$ cat config.mk
export PLATFORM = sky130hd
export DESIGN_NAME = cpc_top
export DESIGN_NICKNAME = d
export VERILOG_FILES = /design/src/logic/cpc_pkg.sv /design/src/logic/cpc_divider.sv /design/src/logic/cpc_pfd.sv /design/src/logic/cpc_top.sv
export VERILOG_INCLUDE_DIRS = /design/src /design/src/logic
export SDC_FILE = /design/constraint.sdc
export NUM_CORES = 1
export LEC_CHECK = 0
export BUFFER_PORTS_ARGS = -buffer_cell sky130_fd_sc_hd__buf_2
export CAP_MARGIN = 20
export CORE_MARGIN = 5
export CORE_UTILIZATION = 50
export DETAILED_ROUTE_END_ITERATION = 10
export PLACE_DENSITY = 0.74
export RECOVER_POWER = 100
export SLEW_MARGIN = 20
export SYNTH_ARGS = -nofsm -noshare
export SYNTH_HDL_FRONTEND = slang
export SYNTH_SLANG_ARGS = --single-unit
$ cat constraint.sdc
create_clock -name clk -period 3.5 [get_ports clk]
set_clock_uncertainty 0.2 [all_clocks]
set_input_delay 0.525 -clock clk [delete_from_list [all_inputs] [get_ports clk]]
set_output_delay 0.525 -clock clk [all_outputs]
set_load 0.02 [all_outputs]
$ cat src/logic/cpc_regs.svh
// Purpose: register indices, field positions, reset values and timing figures
// Assumes: byte address of a register is four times its index
// Notes:   definitions only
`ifndef CPC_REGS_SVH
`define CPC_REGS_SVH

// ****************************************************************
// register indices and byte addresses
// ****************************************************************
`define CPC_IDX_CLOCK_CONTROL_ZERO 10'h08F
`define CPC_IDX_PLL_CONTROL        10'h0A3
`define CPC_IDX_PLL_DIVIDER        10'h0A4
`define CPC_IDX_CLOCK_CONTROL_ONE  10'h0AF
`define CPC_ADDR_LSB               2
`define CPC_ADDR_W                 12

// ****************************************************************
// field positions
// ****************************************************************
`define CPC_BIT_TWOWIRE      7
`define CPC_BIT_WATCHDOG     6
`define CPC_BIT_COUNTER_ARR  5
`define CPC_BIT_SERIAL       4
`define CPC_BIT_TIMER_TWO    3
`define CPC_BIT_TIMER_ONE    2
`define CPC_BIT_TIMER_ZERO   1
`define CPC_BIT_DOUBLE_SPEED 0
`define CPC_BIT_SPI          0
`define CPC_BIT_EXT_BYPASS   2
`define CPC_BIT_PLL_ENABLE   1
`define CPC_BIT_LOCK         0
`define CPC_FB_MSB           7
`define CPC_FB_LSB           4
`define CPC_REF_MSB          3
`define CPC_REF_LSB          0

// ****************************************************************
// reset values and periods
// ****************************************************************
`define CPC_RESET_BYTE       8'h00
`define CPC_PERIODS_STD      4'hC
`define CPC_PERIODS_DOUBLE   4'h6

// ****************************************************************
// timing
// ****************************************************************
`define CPC_CLK_PERIOD_NS    10
`define CPC_LOCK_WINDOW_NS   200
`define CPC_LOCK_WINDOW_CYC  ((`CPC_LOCK_WINDOW_NS + `CPC_CLK_PERIOD_NS - 1) / `CPC_CLK_PERIOD_NS)
`define CPC_LOCK_COUNT       16
`define CPC_NCO_INIT         16'h2000
`define CPC_NCO_STEP         16'h0004

`endif

$ cat src/logic/cpc_pkg.sv
// Purpose: shared types of the clock controller
// Assumes: nothing
// Notes:   constants live in cpc_regs.svh
package cpc_pkg;

  // detector state, gray along idle -> lead -> idle
  typedef enum logic [1:0] {
    CPC_PFD_IDLE     = 2'b00,
    CPC_PFD_REF_LEAD = 2'b01,
    CPC_PFD_FB_LEAD  = 2'b10
  } cpc_pfd_state_t;

  typedef enum logic [1:0] {
    CPC_RESP_OKAY   = 2'b00,
    CPC_RESP_SLVERR = 2'b10
  } cpc_resp_t;

  typedef enum logic [2:0] {
    CPC_SEL_NONE  = 3'h0,
    CPC_SEL_CTRL0 = 3'h1,
    CPC_SEL_CTRL1 = 3'h2,
    CPC_SEL_PLLC  = 3'h3,
    CPC_SEL_PLLD  = 3'h4
  } cpc_sel_t;

endpackage

$ cat src/logic/cpc_divider.sv
// Purpose: divides a tick stream by a programmable ratio of field plus one
// Assumes: tick is a one-cycle pulse on clk
// Notes:   output pulse is registered
`timescale 1ns/1ps
module cpc_divider #(
  parameter int W = 4
) (
  // clock and reset
  input  wire logic         clk,
  input  wire logic         reset_n,
  // control
  input  wire logic         run,
  input  wire logic [W-1:0] ratio_m1,
  input  wire logic         tick,
  // result
  output logic              pulse
);

  logic [W-1:0] count;

  always_ff @(posedge clk or negedge reset_n) begin
    if (!reset_n) begin
      count <= '0;
      pulse <= 1'b0;
    end else if (!run) begin
      count <= '0;
      pulse <= 1'b0;
    end else begin
      pulse <= 1'b0;
      if (tick) begin
        if (count >= ratio_m1) begin
          count <= '0;
          pulse <= 1'b1;
        end else begin
          count <= count + 1'b1;
        end
      end
    end
  end

endmodule

$ cat src/logic/cpc_pfd.sv
// Purpose: phase-frequency comparator and lock detector
// Assumes: ref_pulse and fb_pulse are one-cycle pulses on clk
// Notes:   lock needs a run of edge pairs within the window
`timescale 1ns/1ps
`include "cpc_regs.svh"
module cpc_pfd #(
  parameter int LOCK_WIN = `CPC_LOCK_WINDOW_CYC,
  parameter int LOCK_CNT = `CPC_LOCK_COUNT
) (
  // clock and reset
  input  wire logic clk,
  input  wire logic reset_n,
  // inputs
  input  wire logic enable,
  input  wire logic ref_pulse,
  input  wire logic fb_pulse,
  // outputs
  output logic      up,
  output logic      down,
  output logic      locked
);

  cpc_pkg::cpc_pfd_state_t state;
  logic [7:0]              err;
  logic [7:0]              good;
  logic                    pair_ok;
  logic                    pair_bad;

  // a pair closes well when both edges fall inside the window
  always_comb begin
    pair_ok  = 1'b0;
    pair_bad = 1'b0;
    case (state)
      cpc_pkg::CPC_PFD_IDLE: begin
        pair_ok = ref_pulse && fb_pulse;
      end
      cpc_pkg::CPC_PFD_REF_LEAD: begin
        pair_ok  = fb_pulse && (err <= 8'(LOCK_WIN));
        pair_bad = (fb_pulse && (err > 8'(LOCK_WIN))) || ref_pulse;
      end
      cpc_pkg::CPC_PFD_FB_LEAD: begin
        pair_ok  = ref_pulse && (err <= 8'(LOCK_WIN));
        pair_bad = (ref_pulse && (err > 8'(LOCK_WIN))) || fb_pulse;
      end
      default: begin
        pair_bad = 1'b1;
      end
    endcase
  end

  always_ff @(posedge clk or negedge reset_n) begin
    if (!reset_n) begin
      state <= cpc_pkg::CPC_PFD_IDLE;
      err   <= 8'h00;
    end else if (!enable) begin
      state <= cpc_pkg::CPC_PFD_IDLE;
      err   <= 8'h00;
    end else begin
      case (state)
        cpc_pkg::CPC_PFD_IDLE: begin
          err <= 8'h00;
          if (ref_pulse && !fb_pulse) begin
            state <= cpc_pkg::CPC_PFD_REF_LEAD;
          end else if (fb_pulse && !ref_pulse) begin
            state <= cpc_pkg::CPC_PFD_FB_LEAD;
          end
        end
        cpc_pkg::CPC_PFD_REF_LEAD: begin
          if (fb_pulse) begin
            state <= cpc_pkg::CPC_PFD_IDLE;
          end else if (err != 8'hFF) begin
            err <= err + 8'h01;
          end
        end
        cpc_pkg::CPC_PFD_FB_LEAD: begin
          if (ref_pulse) begin
            state <= cpc_pkg::CPC_PFD_IDLE;
          end else if (err != 8'hFF) begin
            err <= err + 8'h01;
          end
        end
        default: begin
          state <= cpc_pkg::CPC_PFD_IDLE;
        end
      endcase
    end
  end

  // feedback late pumps up, feedback early pumps down
  always_ff @(posedge clk or negedge reset_n) begin
    if (!reset_n) begin
      up   <= 1'b0;
      down <= 1'b0;
    end else begin
      up   <= enable && (state == cpc_pkg::CPC_PFD_REF_LEAD) && !fb_pulse;
      down <= enable && (state == cpc_pkg::CPC_PFD_FB_LEAD) && !ref_pulse;
    end
  end

  always_ff @(posedge clk or negedge reset_n) begin
    if (!reset_n) begin
      good   <= 8'h00;
      locked <= 1'b0;
    end else if (!enable || pair_bad) begin
      good   <= 8'h00;
      locked <= 1'b0;
    end else if (pair_ok) begin
      if (good >= 8'(LOCK_CNT - 1)) begin
        locked <= 1'b1;
      end else begin
        good <= good + 8'h01;
      end
    end
  end

endmodule

$ cat src/logic/cpc_top.sv
// Purpose: clock controller with cpu, peripheral and usb clock ticks and a pll model
// Assumes: AXI4-Lite master, one write and one read outstanding at most
// Notes:   clocks leave as one-cycle tick enables on clk
//
// Contract
// - double-speed off: 12 periods, clocks osc/2
// - peripheral speed bits act only in double-speed
// - control reg zero holds peripheral and global bits
// - control reg one bit 0 is spi speed
// - reserved bits read zero, software writes zeros
// - bypass bit skips pll, stops oscillator
// - pll enable bit starts and stops generation
// - lock flag set and cleared by hardware
// - detector pumps up or down by edge order
// - oscillator inverter off when pll unused; code clears it only on the bypass bit, not when pll enable is off
// - three separate clocks: cpu, peripheral, usb
// - oscillator pin accepts external 48 MHz clock
// - all four registers reset to zero
// - clocks gated by power reduction mode
//
// The implementer's own choice: the AXI4-Lite register port.
`timescale 1ns/1ps
`include "cpc_regs.svh"
module cpc_top #(
  parameter int          ADDR_W   = `CPC_ADDR_W,
  parameter logic [15:0] NCO_INIT = `CPC_NCO_INIT,
  parameter logic [15:0] NCO_STEP = `CPC_NCO_STEP
) (
  // clock and reset
  input  wire logic              clk,
  input  wire logic              reset_n,
  // axi4-lite write address
  input  wire logic [ADDR_W-1:0] s_axi_awaddr,
  input  wire logic              s_axi_awvalid,
  output logic                   s_axi_awready,
  // axi4-lite write data
  input  wire logic [31:0]       s_axi_wdata,
  input  wire logic [3:0]        s_axi_wstrb,
  input  wire logic              s_axi_wvalid,
  output logic                   s_axi_wready,
  // axi4-lite write response
  output logic [1:0]             s_axi_bresp,
  output logic                   s_axi_bvalid,
  input  wire logic              s_axi_bready,
  // axi4-lite read address
  input  wire logic [ADDR_W-1:0] s_axi_araddr,
  input  wire logic              s_axi_arvalid,
  output logic                   s_axi_arready,
  // axi4-lite read data
  output logic [31:0]            s_axi_rdata,
  output logic [1:0]             s_axi_rresp,
  output logic                   s_axi_rvalid,
  input  wire logic              s_axi_rready,
  // oscillator pin
  input  wire logic              oscillator_input_pin,
  output logic                   oscillator_inverter_enable,
  // power reduction mode
  input  wire logic              idle_mode,
  input  wire logic              power_down_mode,
  // clock ticks
  output logic                   cpu_clk_tick,
  output logic                   per_clk_tick,
  output logic                   usb_clk_tick,
  output logic                   machine_cycle_tick,
  output logic [7:0]             periph_cycle_tick,
  // pll status
  output logic                   pll_lock_flag,
  output logic                   charge_pump_up,
  output logic                   charge_pump_down
);

  // ****************************************************************
  // helpers
  // ****************************************************************
  function automatic cpc_pkg::cpc_sel_t decode(input logic [ADDR_W-1:0] addr);
    logic [ADDR_W-1:0] base0;
    logic [ADDR_W-1:0] base1;
    logic [ADDR_W-1:0] basec;
    logic [ADDR_W-1:0] based;
    base0 = ADDR_W'(`CPC_IDX_CLOCK_CONTROL_ZERO) << `CPC_ADDR_LSB;
    base1 = ADDR_W'(`CPC_IDX_CLOCK_CONTROL_ONE) << `CPC_ADDR_LSB;
    basec = ADDR_W'(`CPC_IDX_PLL_CONTROL) << `CPC_ADDR_LSB;
    based = ADDR_W'(`CPC_IDX_PLL_DIVIDER) << `CPC_ADDR_LSB;
    if (addr == base0) begin
      decode = cpc_pkg::CPC_SEL_CTRL0;
    end else if (addr == base1) begin
      decode = cpc_pkg::CPC_SEL_CTRL1;
    end else if (addr == basec) begin
      decode = cpc_pkg::CPC_SEL_PLLC;
    end else if (addr == based) begin
      decode = cpc_pkg::CPC_SEL_PLLD;
    end else begin
      decode = cpc_pkg::CPC_SEL_NONE;
    end
  endfunction

  // periods per cycle: speed bit counts only in double speed
  function automatic logic [3:0] periods(input logic dbl, input logic sel);
    periods = (dbl && !sel) ? `CPC_PERIODS_DOUBLE : `CPC_PERIODS_STD;
  endfunction

  // ****************************************************************
  // registers
  // ****************************************************************
  logic [7:0]        clock_control_zero;
  logic              spi_speed_sel;
  logic              external_usb_clock_bypass;
  logic              pll_enable;
  logic [7:0]        pll_divider;
  logic              aw_hold;
  logic              w_hold;
  logic [ADDR_W-1:0] aw_addr;
  logic [31:0]       w_data;
  logic              w_lane0;
  logic              do_write;
  cpc_pkg::cpc_sel_t wsel;
  cpc_pkg::cpc_sel_t rsel;
  logic              phase_detector_lock;

  logic global_double_speed;
  assign global_double_speed = clock_control_zero[`CPC_BIT_DOUBLE_SPEED];

  assign do_write = aw_hold && w_hold && !s_axi_bvalid;
  assign wsel     = decode(aw_addr);
  assign rsel     = decode(s_axi_araddr);

  // ****************************************************************
  // axi write channel
  // ****************************************************************
  always_ff @(posedge clk or negedge reset_n) begin
    if (!reset_n) begin
      s_axi_awready <= 1'b0;
      aw_hold       <= 1'b0;
      aw_addr       <= '0;
    end else if (s_axi_awvalid && s_axi_awready) begin
      s_axi_awready <= 1'b0;
      aw_hold       <= 1'b1;
      aw_addr       <= s_axi_awaddr;
    end else if (do_write) begin
      aw_hold       <= 1'b0;
    end else if (!aw_hold && !s_axi_bvalid) begin
      s_axi_awready <= 1'b1;
    end
  end

  always_ff @(posedge clk or negedge reset_n) begin
    if (!reset_n) begin
      s_axi_wready <= 1'b0;
      w_hold       <= 1'b0;
      w_data       <= 32'h0000_0000;
      w_lane0      <= 1'b0;
    end else if (s_axi_wvalid && s_axi_wready) begin
      s_axi_wready <= 1'b0;
      w_hold       <= 1'b1;
      w_data       <= s_axi_wdata;
      w_lane0      <= s_axi_wstrb[0];
    end else if (do_write) begin
      w_hold       <= 1'b0;
    end else if (!w_hold && !s_axi_bvalid) begin
      s_axi_wready <= 1'b1;
    end
  end

  always_ff @(posedge clk or negedge reset_n) begin
    if (!reset_n) begin
      s_axi_bvalid <= 1'b0;
      s_axi_bresp  <= cpc_pkg::CPC_RESP_OKAY;
    end else if (do_write) begin
      s_axi_bvalid <= 1'b1;
      s_axi_bresp  <= (wsel == cpc_pkg::CPC_SEL_NONE) ? cpc_pkg::CPC_RESP_SLVERR
                                                       : cpc_pkg::CPC_RESP_OKAY;
    end else if (s_axi_bready) begin
      s_axi_bvalid <= 1'b0;
    end
  end

  // ****************************************************************
  // register writes
  // ****************************************************************
  always_ff @(posedge clk or negedge reset_n) begin
    if (!reset_n) begin
      clock_control_zero        <= `CPC_RESET_BYTE;
      spi_speed_sel             <= 1'b0;
      external_usb_clock_bypass <= 1'b0;
      pll_enable                <= 1'b0;
      pll_divider               <= `CPC_RESET_BYTE;
    end else if (do_write && w_lane0) begin
      case (wsel)
        cpc_pkg::CPC_SEL_CTRL0: begin
          clock_control_zero <= w_data[7:0];
        end
        cpc_pkg::CPC_SEL_CTRL1: begin
          spi_speed_sel <= w_data[`CPC_BIT_SPI];
        end
        cpc_pkg::CPC_SEL_PLLC: begin
          external_usb_clock_bypass <= w_data[`CPC_BIT_EXT_BYPASS];
          pll_enable                <= w_data[`CPC_BIT_PLL_ENABLE];
        end
        cpc_pkg::CPC_SEL_PLLD: begin
          pll_divider <= w_data[7:0];
        end
        default: begin
          pll_divider <= pll_divider;
        end
      endcase
    end
  end

  // ****************************************************************
  // axi read channel
  // ****************************************************************
  always_ff @(posedge clk or negedge reset_n) begin
    if (!reset_n) begin
      s_axi_arready <= 1'b0;
      s_axi_rvalid  <= 1'b0;
      s_axi_rdata   <= 32'h0000_0000;
      s_axi_rresp   <= cpc_pkg::CPC_RESP_OKAY;
    end else if (s_axi_arvalid && s_axi_arready) begin
      s_axi_arready <= 1'b0;
      s_axi_rvalid  <= 1'b1;
      s_axi_rresp   <= cpc_pkg::CPC_RESP_OKAY;
      case (rsel)
        cpc_pkg::CPC_SEL_CTRL0: begin
          s_axi_rdata <= {24'h00_0000, clock_control_zero};
        end
        cpc_pkg::CPC_SEL_CTRL1: begin
          s_axi_rdata <= {31'h0000_0000, spi_speed_sel};
        end
        cpc_pkg::CPC_SEL_PLLC: begin
          s_axi_rdata <= {29'h0000_0000, external_usb_clock_bypass, pll_enable,
                          pll_lock_flag};
        end
        cpc_pkg::CPC_SEL_PLLD: begin
          s_axi_rdata <= {24'h00_0000, pll_divider};
        end
        default: begin
          s_axi_rdata <= 32'h0000_0000;
          s_axi_rresp <= cpc_pkg::CPC_RESP_SLVERR;
        end
      endcase
    end else if (s_axi_rvalid) begin
      if (s_axi_rready) begin
        s_axi_rvalid <= 1'b0;
      end
    end else begin
      s_axi_arready <= 1'b1;
    end
  end

  // ****************************************************************
  // oscillator pin sampling
  // ****************************************************************
  logic osc_meta;
  logic osc_sync;
  logic osc_prev;
  logic osc_edge;

  always_ff @(posedge clk or negedge reset_n) begin
    if (!reset_n) begin
      osc_meta <= 1'b0;
      osc_sync <= 1'b0;
      osc_prev <= 1'b0;
    end else begin
      osc_meta <= oscillator_input_pin;
      osc_sync <= osc_meta;
      osc_prev <= osc_sync;
    end
  end

  assign osc_edge = osc_sync && !osc_prev;

  always_ff @(posedge clk or negedge reset_n) begin
    if (!reset_n) begin
      oscillator_inverter_enable <= 1'b0;
    end else begin
      oscillator_inverter_enable <= !external_usb_clock_bypass;
    end
  end

  // ****************************************************************
  // cpu and peripheral clocks
  // ****************************************************************
  logic       half;
  logic       base_tick;
  logic [3:0] mc_count;

  always_ff @(posedge clk or negedge reset_n) begin
    if (!reset_n) begin
      half <= 1'b0;
    end else if (osc_edge) begin
      half <= !half;
    end
  end

  assign base_tick = osc_edge && (global_double_speed || half);

  always_ff @(posedge clk or negedge reset_n) begin
    if (!reset_n) begin
      cpu_clk_tick <= 1'b0;
      per_clk_tick <= 1'b0;
    end else begin
      cpu_clk_tick <= base_tick && !idle_mode && !power_down_mode;
      per_clk_tick <= base_tick && !power_down_mode;
    end
  end

  always_ff @(posedge clk or negedge reset_n) begin
    if (!reset_n) begin
      mc_count           <= 4'h0;
      machine_cycle_tick <= 1'b0;
    end else begin
      machine_cycle_tick <= 1'b0;
      if (osc_edge) begin
        if (mc_count >= periods(global_double_speed, 1'b0) - 4'h1) begin
          mc_count           <= 4'h0;
          machine_cycle_tick <= !idle_mode && !power_down_mode;
        end else begin
          mc_count <= mc_count + 4'h1;
        end
      end
    end
  end

  // ****************************************************************
  // per-peripheral cycles: 0 timer0 .. 6 two-wire, 7 spi
  // ****************************************************************
  logic [7:0] speed_sel;
  assign speed_sel = {spi_speed_sel, clock_control_zero[7:1]};

  for (genvar i = 0; i < 8; i++) begin : g_periph
    logic [3:0] count;
    always_ff @(posedge clk or negedge reset_n) begin
      if (!reset_n) begin
        count                <= 4'h0;
        periph_cycle_tick[i] <= 1'b0;
      end else begin
        periph_cycle_tick[i] <= 1'b0;
        if (osc_edge) begin
          if (count >= periods(global_double_speed, speed_sel[i]) - 4'h1) begin
            count                <= 4'h0;
            periph_cycle_tick[i] <= !power_down_mode;
          end else begin
            count <= count + 4'h1;
          end
        end
      end
    end
  end

  // ****************************************************************
  // pll model
  // ****************************************************************
  logic        ref_pulse;
  logic        fb_pulse;
  logic [15:0] nco_acc;
  logic [15:0] nco_word;
  logic        vco_tick;
  logic        pll_run;
  logic        usb_src;

  assign pll_run = pll_enable && !external_usb_clock_bypass;

  cpc_divider #(
    .W (4)
  ) u_ref_div (
    .clk      (clk),
    .reset_n  (reset_n),
    .run      (pll_run),
    .ratio_m1 (pll_divider[`CPC_REF_MSB:`CPC_REF_LSB]),
    .tick     (base_tick),
    .pulse    (ref_pulse)
  );

  cpc_divider #(
    .W (4)
  ) u_fb_div (
    .clk      (clk),
    .reset_n  (reset_n),
    .run      (pll_run),
    .ratio_m1 (pll_divider[`CPC_FB_MSB:`CPC_FB_LSB]),
    .tick     (vco_tick),
    .pulse    (fb_pulse)
  );

  cpc_pfd u_pfd (
    .clk       (clk),
    .reset_n   (reset_n),
    .enable    (pll_run),
    .ref_pulse (ref_pulse),
    .fb_pulse  (fb_pulse),
    .up        (charge_pump_up),
    .down      (charge_pump_down),
    .locked    (phase_detector_lock)
  );

  // charge pump and vco: a frequency word steered by the detector
  always_ff @(posedge clk or negedge reset_n) begin
    if (!reset_n) begin
      nco_word <= NCO_INIT;
    end else if (!pll_run) begin
      nco_word <= NCO_INIT;
    end else if (charge_pump_up && nco_word <= 16'hFFFF - NCO_STEP) begin
      nco_word <= nco_word + NCO_STEP;
    end else if (charge_pump_down && nco_word > NCO_STEP) begin
      nco_word <= nco_word - NCO_STEP;
    end
  end

  always_ff @(posedge clk or negedge reset_n) begin
    if (!reset_n) begin
      nco_acc  <= 16'h0000;
      vco_tick <= 1'b0;
    end else if (!pll_run) begin
      nco_acc  <= 16'h0000;
      vco_tick <= 1'b0;
    end else begin
      {vco_tick, nco_acc} <= {1'b0, nco_acc} + {1'b0, nco_word};
    end
  end

  // ****************************************************************
  // usb clock and lock flag
  // ****************************************************************
  assign usb_src = external_usb_clock_bypass ? osc_edge : (pll_run && vco_tick);

  always_ff @(posedge clk or negedge reset_n) begin
    if (!reset_n) begin
      usb_clk_tick  <= 1'b0;
      pll_lock_flag <= 1'b0;
    end else begin
      usb_clk_tick  <= usb_src && !power_down_mode;
      pll_lock_flag <= phase_detector_lock;
    end
  end

endmodule

==> key figures, run 1 <==
Global route
  – Largest net degree at the start of global routing: 85
  – Vias in the first global route: around 6.9k
  – GR Util All Layers: a little under a fifth
  – First-pass GRT wire length: around 33,000 um
  – GRT overflow: 0
  – Initial antenna violation count: 0

Job
  – Maxcap violations: 2

Clock tree
  – Root Buffer: clkbuf_16
  – Clock slew at the register clock pins of the worst setup and hold paths: 0.06 ns
  – # clock sinks: roughly 170
  – CTS Buffer Depth: 2
  – CTS tree: built
  – TritonCTS buffer count: 17
  – Clk_lat worst skew: around 0.42 ns
  – H-tree levels: 4
  – # Post-CTS Setup Buffers: 0

Pwr
  – Sw Share: 28.77%
  – Worst vdd ir: 0.5396 mV
  – Sequential share of power: roughly 48%
  – Clk pwr share: between 30% and 40%
  – Leakage: 4.854 nW
  – Psw: about 1.6 mW
  – Int Power: ~4 mW
  – Combinational power share: between 15 and 20%
  – Pwr dens: 547.9 mW/mm2
  – Final Power: 5.609 mW

Route
  – Routed wire length: roughly 19,000 um
  – Routed wire per std cell: 14.91 um
  – # DRC: 0
  – Via count: 6,883
  – First-pass detailed-route iteration total: 5
  – Routed vias/inst: 5.476
  – Routed Antenna Nets: 0
  – Initial drt markers: 410

Critical path
  – Crit-path cells: ha_1 > nand3_1 > or4_1 > and2_4 > or3_1 > o32a_1 > mux2i_1
  – CP peak stage delay: between 0.6 and 0.7 ns
  – Crit path capture type: flip-flop
  – Critical R2R Launch: nco_word[2]
  – Crit path DAT: 2.90 ns
  – CP startpoint kind: flip-flop
  – Reg2Reg Setup Slack: 0.70 ns
  – Critical Path Fanout Max: 11
  – Setup Crit Path Kind: flip-flop to flip-flop
  – Slowest stage cell, crit path: or4_1
  – Worst path required time: 3.61 ns
  – R2R depth: 7
  – FF-to-FF End: nco_word[6]

Hold path
  – Hold depth: 2
  – Worst Hold Class: input port to flip-flop
  – Hold path startpoint: idle_mode
  – Hold Path End: machine_cycle_tick

Layout
  – Fin area: between 0.01 and 0.015 mm2
  – Final Non-Filler Cells: 1,257
  – N_diodes: 0
  – Nets: 1,158
  – Area growth from synthesis to layout: 11.26%
  – Share of cells above drive strength 1: roughly 11%
  – Number of fill cells: approximately 1.6k

Yosys
  – Cell variety after synth: 62
  – Most common cell in the netlist: dfrtp_1
  – Proportion of netlist area held by the largest area contributor: 46.24%
  – Synthesized instance count: roughly 940
  – Synth cell count leaders: 170 x dfrtp_1, 119 x nand2_1, 71 x ha_1, 67 x o21ai_0, 66 x nor2_1
  – Number of synthesized flops with an enable pin: 0
  – Top cells by area, synth: dfrtp_1 46%, ha_1 9.7%, nand2_1 4.9%, mux2_2 4.4%, o21ai_0 3.6%
  – Asr flop ratio synth: 100.0%
  – #FFs+latches synth: 171
  – Ys flop type: dfrtp_1
  – Syn_area_per_cell: between 9 and 10 um2
  – Yosys warns: 0
  – Syn Std Cell Area: 0.009200 mm2
  – Yosys top cell by area: dfrtp_1
  – Seq/Total Area, Yosys: a little under half

Place
  – DP Area: around 0.01 mm2
  – Gpl congestion: 0.8628
  – Dpl cells: 1,225
  – Port Buffers: 73
  – Hpwl dp: between 10,000 and 15,000 um

Status
  – Failing checks: max-capacitance violations, max-slew violations
  – Status: finished, violations left

Floorplanning
  – DIE AREA: around 0.021 mm2
  – CORE AREA: approximately 0.018 mm2
  – # rows: between 40 and 50
  – Boundary Pins: between 100 and 150
  – Initial Utilization: between 50% and 60%
  – Chip Width: ~150 um
  – Die Y: 145.6 um

Timing
  – Worst hold margin: between 0.06 and 0.07 ns
  – Fmax: approximately 360 MHz
  – Worst-Margin Slew: about 2.0 ns
  – Relative slew margins: -35.72%
  – RSZ-0062 raised after global routing: false
  – Final setup viols: 0
  – Final Cycle Share: around four fifths
  – Final Hold Viols: 0
  – Min Clock Period, post-route: between 2 and 3 ns
  – Setup TNS: 0 ns
  – Max-slew violation count: around 120
cells by family after synthesis:
family	synth area share [%]
xor+xnor	1.809
compound gates	13.98
buf+inv	5.086
mux	4.950
simple gates	17.95
fa+ha+maj	9.656
other cells	0.04076
flops	46.53
cells in the final DEF, fill, tap and decap left out, types with 14 or more instances in the layout:
| master | Yosys | layout |
|---|---|---|
| nand3_1 | 49 | 50 |
| mux2_2 | 36 | 36 |
| dfrtp_1 | 170 | 170 |
| nor2_1 | 66 | 66 |
| conb_1 | 1 | 26 |
| clkbuf_16 | 0 | 17 |
| o21ai_0 | 67 | 67 |
| nand2_1 | 119 | 119 |
| clkbuf_1 | 20 | 41 |
| nor3_1 | 25 | 26 |
| ha_1 | 71 | 71 |
| xnor2_1 | 14 | 14 |
| buf_2 | 2 | 41 |
| nand2b_1 | 16 | 16 |
| a21oi_1 | 35 | 35 |
| o31ai_1 | 15 | 16 |
| inv_1 | 37 | 37 |
| nor2b_1 | 14 | 14 |
| a21o_1 | 37 | 37 |
per-layer routing:
layer / vias to the layer above / part of all wire (%) / track usage [%]
met2: 134 / 49 / 30.10
met3: 18 / 3.9 / 4.671
met4: 0 / 1.4 / 5.504
li1: 3425 / - / -
met1: 3306 / 46 / 23.90
met5: - / 0 / 0
worst max-delay path: cells and delay by family (launching register included):
family / cells / cell delay (ns)
and+or+nand+nor: 4 / 1.38
adders and majority gates: 1 / 0.22
AOI/OAI and AO/OA: 1 / 0.30
muxes: 1 / 0.12
DFF: 1 / 0.46
state kept, by name, indices dropped and copies added, names as in the netlist, 12 cells and up:
name            count
g_periph.count     32
nco_acc            14
nco_word           14
aw_addr            12
power groups by stage:
stage / logic (mW) / clock network, mW / registers [mW]
floorplan: 0.787 / 0 / 2.64
global placement: 0.999 / 0 / 2.69
detailed placement: 1.05 / 0 / 2.70
CTS: 1.05 / 1.94 / 2.67
global route: 1.19 / 2.05 / 2.72
finish: 1.03 / 1.91 / 2.67
worst max path at each step:
stage                 from             to  slack (ns)  cells after the start
3_5_place_dp   nco_word[2]    nco_word[6]        0.75                      7
4_1_cts        nco_word[2]    nco_word[6]        0.73                      7
5_1_grt            reset_n  s_axi_arready        0.36                      3
6_report       nco_word[2]    nco_word[6]        0.70                      7
2_1_floorplan  nco_word[2]    nco_word[6]        0.97                      8
3_3_place_gp   nco_word[2]    nco_word[6]        0.77                      7
repair_timing:
action                    in CTS  in global routing
hold endpoints to repair      82                  0
hold buffers                   2                  0
gates resized for setup        0                  0
through the flow:
stage / setup WS [ns] / util [%]
final: 0.7037 / 56.79
after global routing: 0.3588 / 56.79
after CTS: 0.7275 / 57.34
after detailed placement: 0.7525 / 53.93
after global placement: 0.7701 / 53.93
after floorplan: 0.9673 / -
final cells by class:
type                       count  area (um2)  area share, %
inverter                      37       138.9          1.357
timing repair buffer          86       419.2          4.095
clock inverter                 6       112.6          1.100
tap                          229       286.5          2.799
sequential                   171        4280          41.82
clock buffer                  24       481.7          4.706
multi-input combinational    704        4517          44.13
(Power assumes the default switching activity.)
==> run 2: changes to the inputs <==
--- a/config.mk
+++ b/config.mk
@@ -11,7 +11,7 @@
 export CORE_MARGIN = 5
 export CORE_UTILIZATION = 50
 export DETAILED_ROUTE_END_ITERATION = 10
-export PLACE_DENSITY = 0.74
+export PLACE_DENSITY = 0.77
 export RECOVER_POWER = 100
 export SLEW_MARGIN = 20
 export SYNTH_ARGS = -nofsm -noshare
==> constraint.sdc (replaced) <==
create_clock -name clk -period 2.3 [get_ports clk]
set_clock_uncertainty 0.2 [all_clocks]
set_input_delay 0.345 -clock clk [delete_from_list [all_inputs] [get_ports clk]]
set_output_delay 0.345 -clock clk [all_outputs]
set_load 0.02 [all_outputs]
==> run 2 against run 1 <==
  * Fmax increased by 15%
  * Critical path depth is 1 lower
  * Critical endpoint unchanged
  * Register-to-register slack worse by 0.84 ns
  * Power up 58%
  * Flip-flop and latch count unchanged
  * Sequential share of layout area down 4.2 points
  * Sequential power up 55%
  * Critical path type unchanged
  * The flow finishes with violations (negative setup slack)
  * Clock power increased by 52%
  * Global-route usage rose by 1.5 points
  * Combinational power increased by 79%
  * Non-clock buffer count increased by 97
  * Die area stayed put
==> key figures, run 2 (synthesis results as in run 1) <==
Layout
  – Area of the multi-input gates: 0.004855 mm2 (was 0.004517 mm2)
  – Most common cell after layout, fill and taps aside: dfrtp_1 (unchanged)
  – Number of fill cells: 1,383 (was 1,574)
  – Nets: 1,255 (was 1,158)
  – Area growth from synthesis to layout: 23.87% (was 11.26%)
  – Reg area: 0.004283 mm2 (was 0.004280 mm2)
  – Share of cells above drive strength 1: 20.71% (was 11.19%)
  – Commonest cells after routing, fill and taps aside: 168 x dfrtp_1, 117 x nand2_1, 69 x ha_1, 65 x nor2_1, 61 x o21ai_0 (was 170 x dfrtp_1, 119 x nand2_1, 71 x ha_1, 67 x o21ai_0, 66 x nor2_1)
  – Largest register by flop count: g_periph.count (unchanged)
  – Number of flip-flops in the largest register: 32 (unchanged)
  – Largest regs: g_periph.count x32, nco_acc x14, nco_word x14 (unchanged)

Route
  – # DRC: 0 (unchanged)
  – Routed wire per std cell: 15.89 um (was 14.91 um)
  – Initial drt markers: 537 (was 410)
  – Routed Antenna Nets: 0 (unchanged)
  – Routed vias/inst: 5.592 (was 5.476)
  – Via count: 7,577 (was 6,883)
  – Routed wire length: 21,540 um (was 18,740 um)
  – First-pass detailed-route iteration total: 5 (unchanged)

Clock tree
  – Root Buffer: clkbuf_16 (unchanged)
  – CTS tree: built (unchanged)
  – H-tree levels: 4 (unchanged)
  – CTS Buffer Depth: 2 (unchanged)
  – TritonCTS buffer count: 17 (unchanged)
  – Clk_lat worst skew: 0.43 ns (was 0.42 ns)
  – Clock slew at the register clock pins of the worst setup and hold paths: 0.06 ns (about the same)
  – # clock sinks: 171 (unchanged)

Timing
  – RSZ-0062 raised after global routing: true (was false)
  – Final setup margin: -0.1320 ns (was 0.7037 ns)
  – Worst hold margin: 0.1565 ns (was 0.06640 ns)
  – Final Cycle Share: 105.7% (was 79.89%)
  – Worst-Margin Slew: 1.484 ns (was 2.036 ns)
  – Fmax: 411.2 MHz (was 357.6 MHz)
  – Relative slew margins: 1.080% (was -35.72%)
  – Final Hold Viols: 0 (unchanged)
  – Min Clock Period, post-route: 2.432 ns (was 2.796 ns)
  – Final setup viols: 18 (was 0)
  – Max-slew violation count: 0 (was 123)

Pwr
  – Worst vdd ir: 0.6508 mV (was 0.5396 mV)
  – Pwr dens: 777.5 mW/mm2 (was 547.9 mW/mm2)
  – Leakage: 5.384 nW (was 4.854 nW)

Critical path
  – Crit-path cells: nand4_1 > or4_4 > and2_4 > or3_1 > o32a_1 > mux2i_1 (was ha_1 > nand3_1 > or4_1 > and2_4 > or3_1 > o32a_1 > mux2i_1)
  – CP peak stage delay: 0.54 ns (was 0.66 ns)
  – Reg2Reg Setup Slack: -0.13 ns (was 0.70 ns)
  – FF-to-FF End: nco_word[6] (unchanged)
  – Slowest stage cell, crit path: dfstp_2 (was or4_1)
  – Crit path capture type: flip-flop (unchanged)
  – Crit path max-delay family: simple AND/OR/NAND/NOR gates (unchanged)
  – R2R depth: 6 (was 7)
  – CP startpoint kind: flip-flop (unchanged)
  – Buf+Inv Stages, Crit Path: 0 (unchanged)
  – Setup Crit Path Kind: flip-flop to flip-flop (unchanged)
  – Critical R2R Launch: nco_word[13] (was nco_word[2])
  – Critical Path Fanout Max: 2 (was 11)
  – Worst path required time: 2.41 ns (was 3.61 ns)
  – Crit path DAT: 2.55 ns (was 2.90 ns)

Floorplanning
  – CORE AREA: 0.01802 mm2 (unchanged)
  – DIE AREA: 0.02121 mm2 (unchanged)
  – Chip Width: 145.6 um (unchanged)
  – Die Y: 145.6 um (unchanged)
  – Initial Utilization: 51.04% (unchanged)
  – # rows: 49 (unchanged)
  – Boundary Pins: 127 (unchanged)

Hold path
  – Worst Hold Class: flip-flop to flip-flop (was input port to flip-flop)
  – Hold Path End: osc_sync (was machine_cycle_tick)
  – Hold depth: 0 (was 2)
  – Hold path startpoint: osc_meta (was idle_mode)

Place
  – Hpwl dp: 14,270 um (was 13,500 um)
  – Gpl congestion: 0.9119 (was 0.8628)
  – Worst slack at placement: -0.08831 ns (was 0.7525 ns)
  – Port Buffers: 73 (unchanged)

Global route
  – Initial antenna violation count: 1 (was 0)
  – First-pass GRT wire length: 35,400 um (was 32,690 um)
  – Vias in the first global route: 7,400 (was 6,859)
  – GRT overflow: 0 (unchanged)
  – GR Util All Layers: 19.77% (was 18.27%)
  – Largest net degree at the start of global routing: 58 (was 85)

Status
  – Failing checks: negative setup slack (was max-capacitance violations, max-slew violations)
  – Status: finished, violations left (unchanged)

Job
  – Maxcap violations: 0 (was 2)
-- run 2: area by class of cell --
type                       count  area share, %
multi-input combinational    704          42.60
sequential                   171          37.58
timing repair buffer         183          10.88
clock buffer                  20          3.920
tap                          229          2.514
clock inverter                10          1.263
inverter                      37          1.219
antenna                        1        0.02196
-- run 2: through the flow --
step                      setup TNS (ns)  utilization (%)  area, um2  instances  power, mW
after floorplan                  -0.2693                -       9365        968      5.221
after global placement           -0.1364            56.85      10250       1283      5.679
after detailed placement         -0.4284            56.85      10250       1283      5.800
after CTS                        -0.1584            61.87      11150       1340      8.764
after global routing              -6.170            63.22      11400       1355      9.362
final                            -0.8585            63.22      11400       1355      8.861
-- run 2: repair_timing --
| item | 4_1_cts | 5_1_grt |
|---|---|---|
| pin swaps | 0 | 24 |
| resized for setup | 9 | 59 |
| cloned | 0 | 1 |
| hold buffers | 27 | 0 |
| endpoints found under the setup margin | 20 | 55 |
| hold endpoints to repair | 80 | 0 |
| setup buffers | 0 | 13 |
-- run 2: power by group --
| group | internal (mW) | total, mW | switching, mW |
|---|---|---|---|
| Combinational | 0.896 | 1.84 | 0.940 |
| Sequential | 3.55 | 4.13 | 0.574 |
| Clock | 1.73 | 2.90 | 1.17 |
-- run 2: metal layers --
metal	global-route usage, %	wire length [um]
met1	26.05	9136
met2	33.05	11050
met3	3.644	951
met4	6.623	394
met5	0	0
-- run 2: worst max-delay path by stage --
| stage | startpoint | to | slack [ns] | cells after the start |
|---|---|---|---|---|
| finish | nco_word[13] | nco_word[6] | -0.13 | 6 |
| global route | nco_word[13] | nco_word[6] | -0.21 | 6 |
| CTS | nco_word[13] | nco_word[6] | -0.08 | 6 |
| detailed placement | nco_word[13] | nco_word[6] | -0.09 | 6 |
| global placement | nco_word[13] | nco_word[6] | -0.08 | 6 |
| floorplan | nco_word[13] | nco_word[6] | -0.17 | 7 |
==> run 3: changes to the inputs <==
--- a/config.mk
+++ b/config.mk
@@ -11,7 +11,7 @@
 export CORE_MARGIN = 5
 export CORE_UTILIZATION = 50
 export DETAILED_ROUTE_END_ITERATION = 10
-export PLACE_DENSITY = 0.77
+export PLACE_DENSITY = 0.74
 export RECOVER_POWER = 100
 export SLEW_MARGIN = 20
 export SYNTH_ARGS = -nofsm -noshare
==> constraint.sdc (replaced) <==
create_clock -name clk -period 2.65 [get_ports clk]
set_clock_uncertainty 0.2 [all_clocks]
set_input_delay 0.3975 -clock clk [delete_from_list [all_inputs] [get_ports clk]]
set_output_delay 0.3975 -clock clk [all_outputs]
set_load 0.02 [all_outputs]
==> run 3 against run 2 <==
  * The flow now finishes without violations
  * Count of clock-buffer cells in the layout is 2 higher
  * Non-clock buffer count fell by 64
  * Largest cell class unchanged
  * Worst setup slack improved by 0.25 ns
  * Critical path type unchanged
  * Via count decreased by 7.1%
  * Power decreased by 16%
  * Critical endpoint unchanged
  * Sequential power fell by 15%
  * Flip-flop and latch count unchanged
  * Combinational power decreased by 24%
  * Die area unchanged
  * Global-route usage is 1.1 points lower
==> key figures, run 3 (synthesis results as in run 1) <==
Timing
  – RSZ-0062 raised after global routing: false (was true)
  – Final Cycle Share: 95.45% (was 105.7%)
  – Setup TNS: 0 ns (was -0.8585 ns)
  – Relative slew margins: 29.74% (was 1.080%)
  – Fmax: 395.4 MHz (was 411.2 MHz)
  – Max-slew violation count: 0 (unchanged)
  – Final Hold Viols: 0 (unchanged)
  – Worst-Margin Slew: 1.054 ns (was 1.484 ns)
  – Final setup margin: 0.1207 ns (was -0.1320 ns)
  – Final setup viols: 0 (was 18)
  – Worst hold margin: 0.007761 ns (was 0.1565 ns)
  – Min Clock Period, post-route: 2.529 ns (was 2.432 ns)

Global route
  – Met3 usage: 4.204% (was 3.644%)
  – Initial antenna violation count: 0 (was 1)
  – M2 GR Usage: 30.33% (was 33.05%)
  – First-pass GRT wire length: 33,450 um (was 35,400 um)
  – GRT busiest layer: met2 (unchanged)
  – Vias in the first global route: 7,066 (was 7,400)
  – GR Util All Layers: 18.65% (was 19.77%)
  – GRT overflow: 0 (unchanged)
  – Largest net degree at the start of global routing: 65 (was 58)
  – M1 GR Usage: 24.70% (was 26.05%)

Place
  – DP Area: 0.009883 mm2 (was 0.01025 mm2)
  – Gpl congestion: 0.9286 (was 0.9119)
  – Dpl cells: 1,245 (was 1,283)
  – Hpwl dp: 13,610 um (was 14,270 um)
  – Worst slack at placement: 0.09156 ns (was -0.08831 ns)
  – Port Buffers: 73 (unchanged)

Floorplanning
  – Chip Width: 145.6 um (unchanged)
  – Die Y: 145.6 um (unchanged)
  – DIE AREA: 0.02121 mm2 (unchanged)
  – Boundary Pins: 127 (unchanged)
  – Initial Utilization: 51.04% (unchanged)
  – CORE AREA: 0.01802 mm2 (unchanged)
  – # rows: 49 (unchanged)

Critical path
  – Critical path launch point: nco_word[3] (was nco_word[13])
  – Critical Path Fanout Max: 11 (was 2)
  – Worst path required time: 2.76 ns (was 2.41 ns)
  – Critical R2R Launch: nco_word[3] (was nco_word[13])
  – CP startpoint kind: flip-flop (unchanged)
  – Crit path DAT: 2.64 ns (was 2.55 ns)
  – Crit path capture type: flip-flop (unchanged)
  – Setup Crit Path Kind: flip-flop to flip-flop (unchanged)

Clock tree
  – Clk_lat worst skew: 0.43 ns (about the same)
  – Root Buffer: clkbuf_16 (unchanged)
  – # Post-CTS Setup Buffers: 0 (unchanged)
  – H-tree levels: 4 (unchanged)
  – CTS Buffer Depth: 2 (unchanged)
  – # clock sinks: 171 (unchanged)
  – Clock slew at the register clock pins of the worst setup and hold paths: 0.06 ns (about the same)
  – TritonCTS buffer count: 17 (unchanged)
  – CTS tree: built (unchanged)

Layout
  – Number of flip-flops in the largest register: 32 (unchanged)
  – Largest register by flop count: g_periph.count (unchanged)
  – Share of cells above drive strength 1: 13.45% (was 20.71%)
  – Fin area: 0.01053 mm2 (was 0.01140 mm2)
  – Area of the multi-input gates: 0.004554 mm2 (was 0.004855 mm2)
  – Most common cell after layout, fill and taps aside: dfrtp_1 (unchanged)
  – Final Non-Filler Cells: 1,292 (was 1,355)
  – N_diodes: 0 (was 1)
  – Reg area: 0.004282 mm2 (was 0.004283 mm2)
  – Commonest cells after routing, fill and taps aside: 169 x dfrtp_1, 119 x nand2_1, 71 x ha_1, 66 x o21ai_0, 66 x nor2_1 (was 168 x dfrtp_1, 117 x nand2_1, 69 x ha_1, 65 x nor2_1, 61 x o21ai_0)
  – Largest regs: g_periph.count x32, nco_acc x14, nco_word x14 (unchanged)
  – Area growth from synthesis to layout: 14.50% (was 23.87%)
  – Nets: 1,191 (was 1,255)
  – Number of fill cells: 1,525 (was 1,383)

Route
  – Routed vias/inst: 5.447 (was 5.592)
  – Routed wire per std cell: 14.71 um (was 15.89 um)
  – Initial drt markers: 310 (was 537)
  – Via count: 7,037 (was 7,577)
  – Routed wire length: 19,010 um (was 21,540 um)
  – First-pass detailed-route iteration total: 6 (was 5)
  – Routed Antenna Nets: 0 (unchanged)
  – # DRC: 0 (unchanged)

Pwr
  – Worst vdd ir: 0.6401 mV (was 0.6508 mV)
  – Pwr dens: 705.5 mW/mm2 (was 777.5 mW/mm2)
  – Leakage: 4.996 nW (was 5.384 nW)

Job
  – Maxcap violations: 0 (unchanged)

Status
  – Status: finished clean (was finished, violations left)

Hold path
  – Worst Hold Class: input port to flip-flop (was flip-flop to flip-flop)
  – Hold path startpoint: s_axi_awaddr[3] (was osc_meta)
run 3: changes by cell type in the layout (fill, tap and decap cells not counted), moves of 5 or more:
cell	previous run	this run
a21oi_2	5	0
a21oi_1	30	35
o31ai_1	6	14
o31ai_2	7	2
buf_4	53	14
o21ai_0	61	66
nand2b_1	8	16
nand2b_4	8	0
dlygate4sd3_1	27	15
run 3: worst paths after layout:
kind	to	slack (ns)	cells past startpoint
min in group asynchronous	g_periph[7].count[3]	0.47	2
max reg2reg	nco_word[6]	0.12	7
min reg2reg	osc_sync	0.18	0
max	nco_word[6]	0.12	7
min	aw_addr[3]	0.008	2
max in group asynchronous	osc_sync	0.44	3
run 3: critical path, cell delays in order (launching register included):
cell and delay (ns):
dfrtp_1 0.35, ha_1 0.20, nand3_2 0.11, or4_1 0.55, and2_4 0.22, or3_1 0.36
o32a_1 0.30, mux2i_1 0.13
run 3: report_power, final:
| group | internal, mW | switching, mW |
|---|---|---|
| Combinational | 0.671 | 0.733 |
| Sequential | 3.08 | 0.450 |
| Clock | 1.48 | 1.01 |
| Total | 5.24 | 2.19 |
run 3: metal layers:
| metal | wire (um) | share of wire [%] |
|---|---|---|
| met5 | 0 | 0 |
| met4 | 455 | 2.4 |
| met3 | 699 | 3.7 |
| met2 | 9212 | 48 |
| met1 | 8642 | 45 |
run 3: area by class of cell:
class,instances,share of cell area (%)
multi-input combinational,704,43.24
sequential,171,40.65
timing repair buffer,119,6.390
clock buffer,22,4.597
tap,229,2.720
inverter,37,1.318
clock inverter,10,1.093
run 3: timing repair:
item,in CTS,in global routing
hold endpoints to repair,146,1
endpoints found under the setup margin,0,6
gates resized for setup,0,5
hold buffers,14,1
run 3: stage by stage:
stage               power (mW)  util, %
finish                   7.431    58.44
global route             7.884    58.44
CTS                      7.530    58.93
detailed placement       5.003    54.83
global placement         4.917    54.83
floorplan                4.529        -
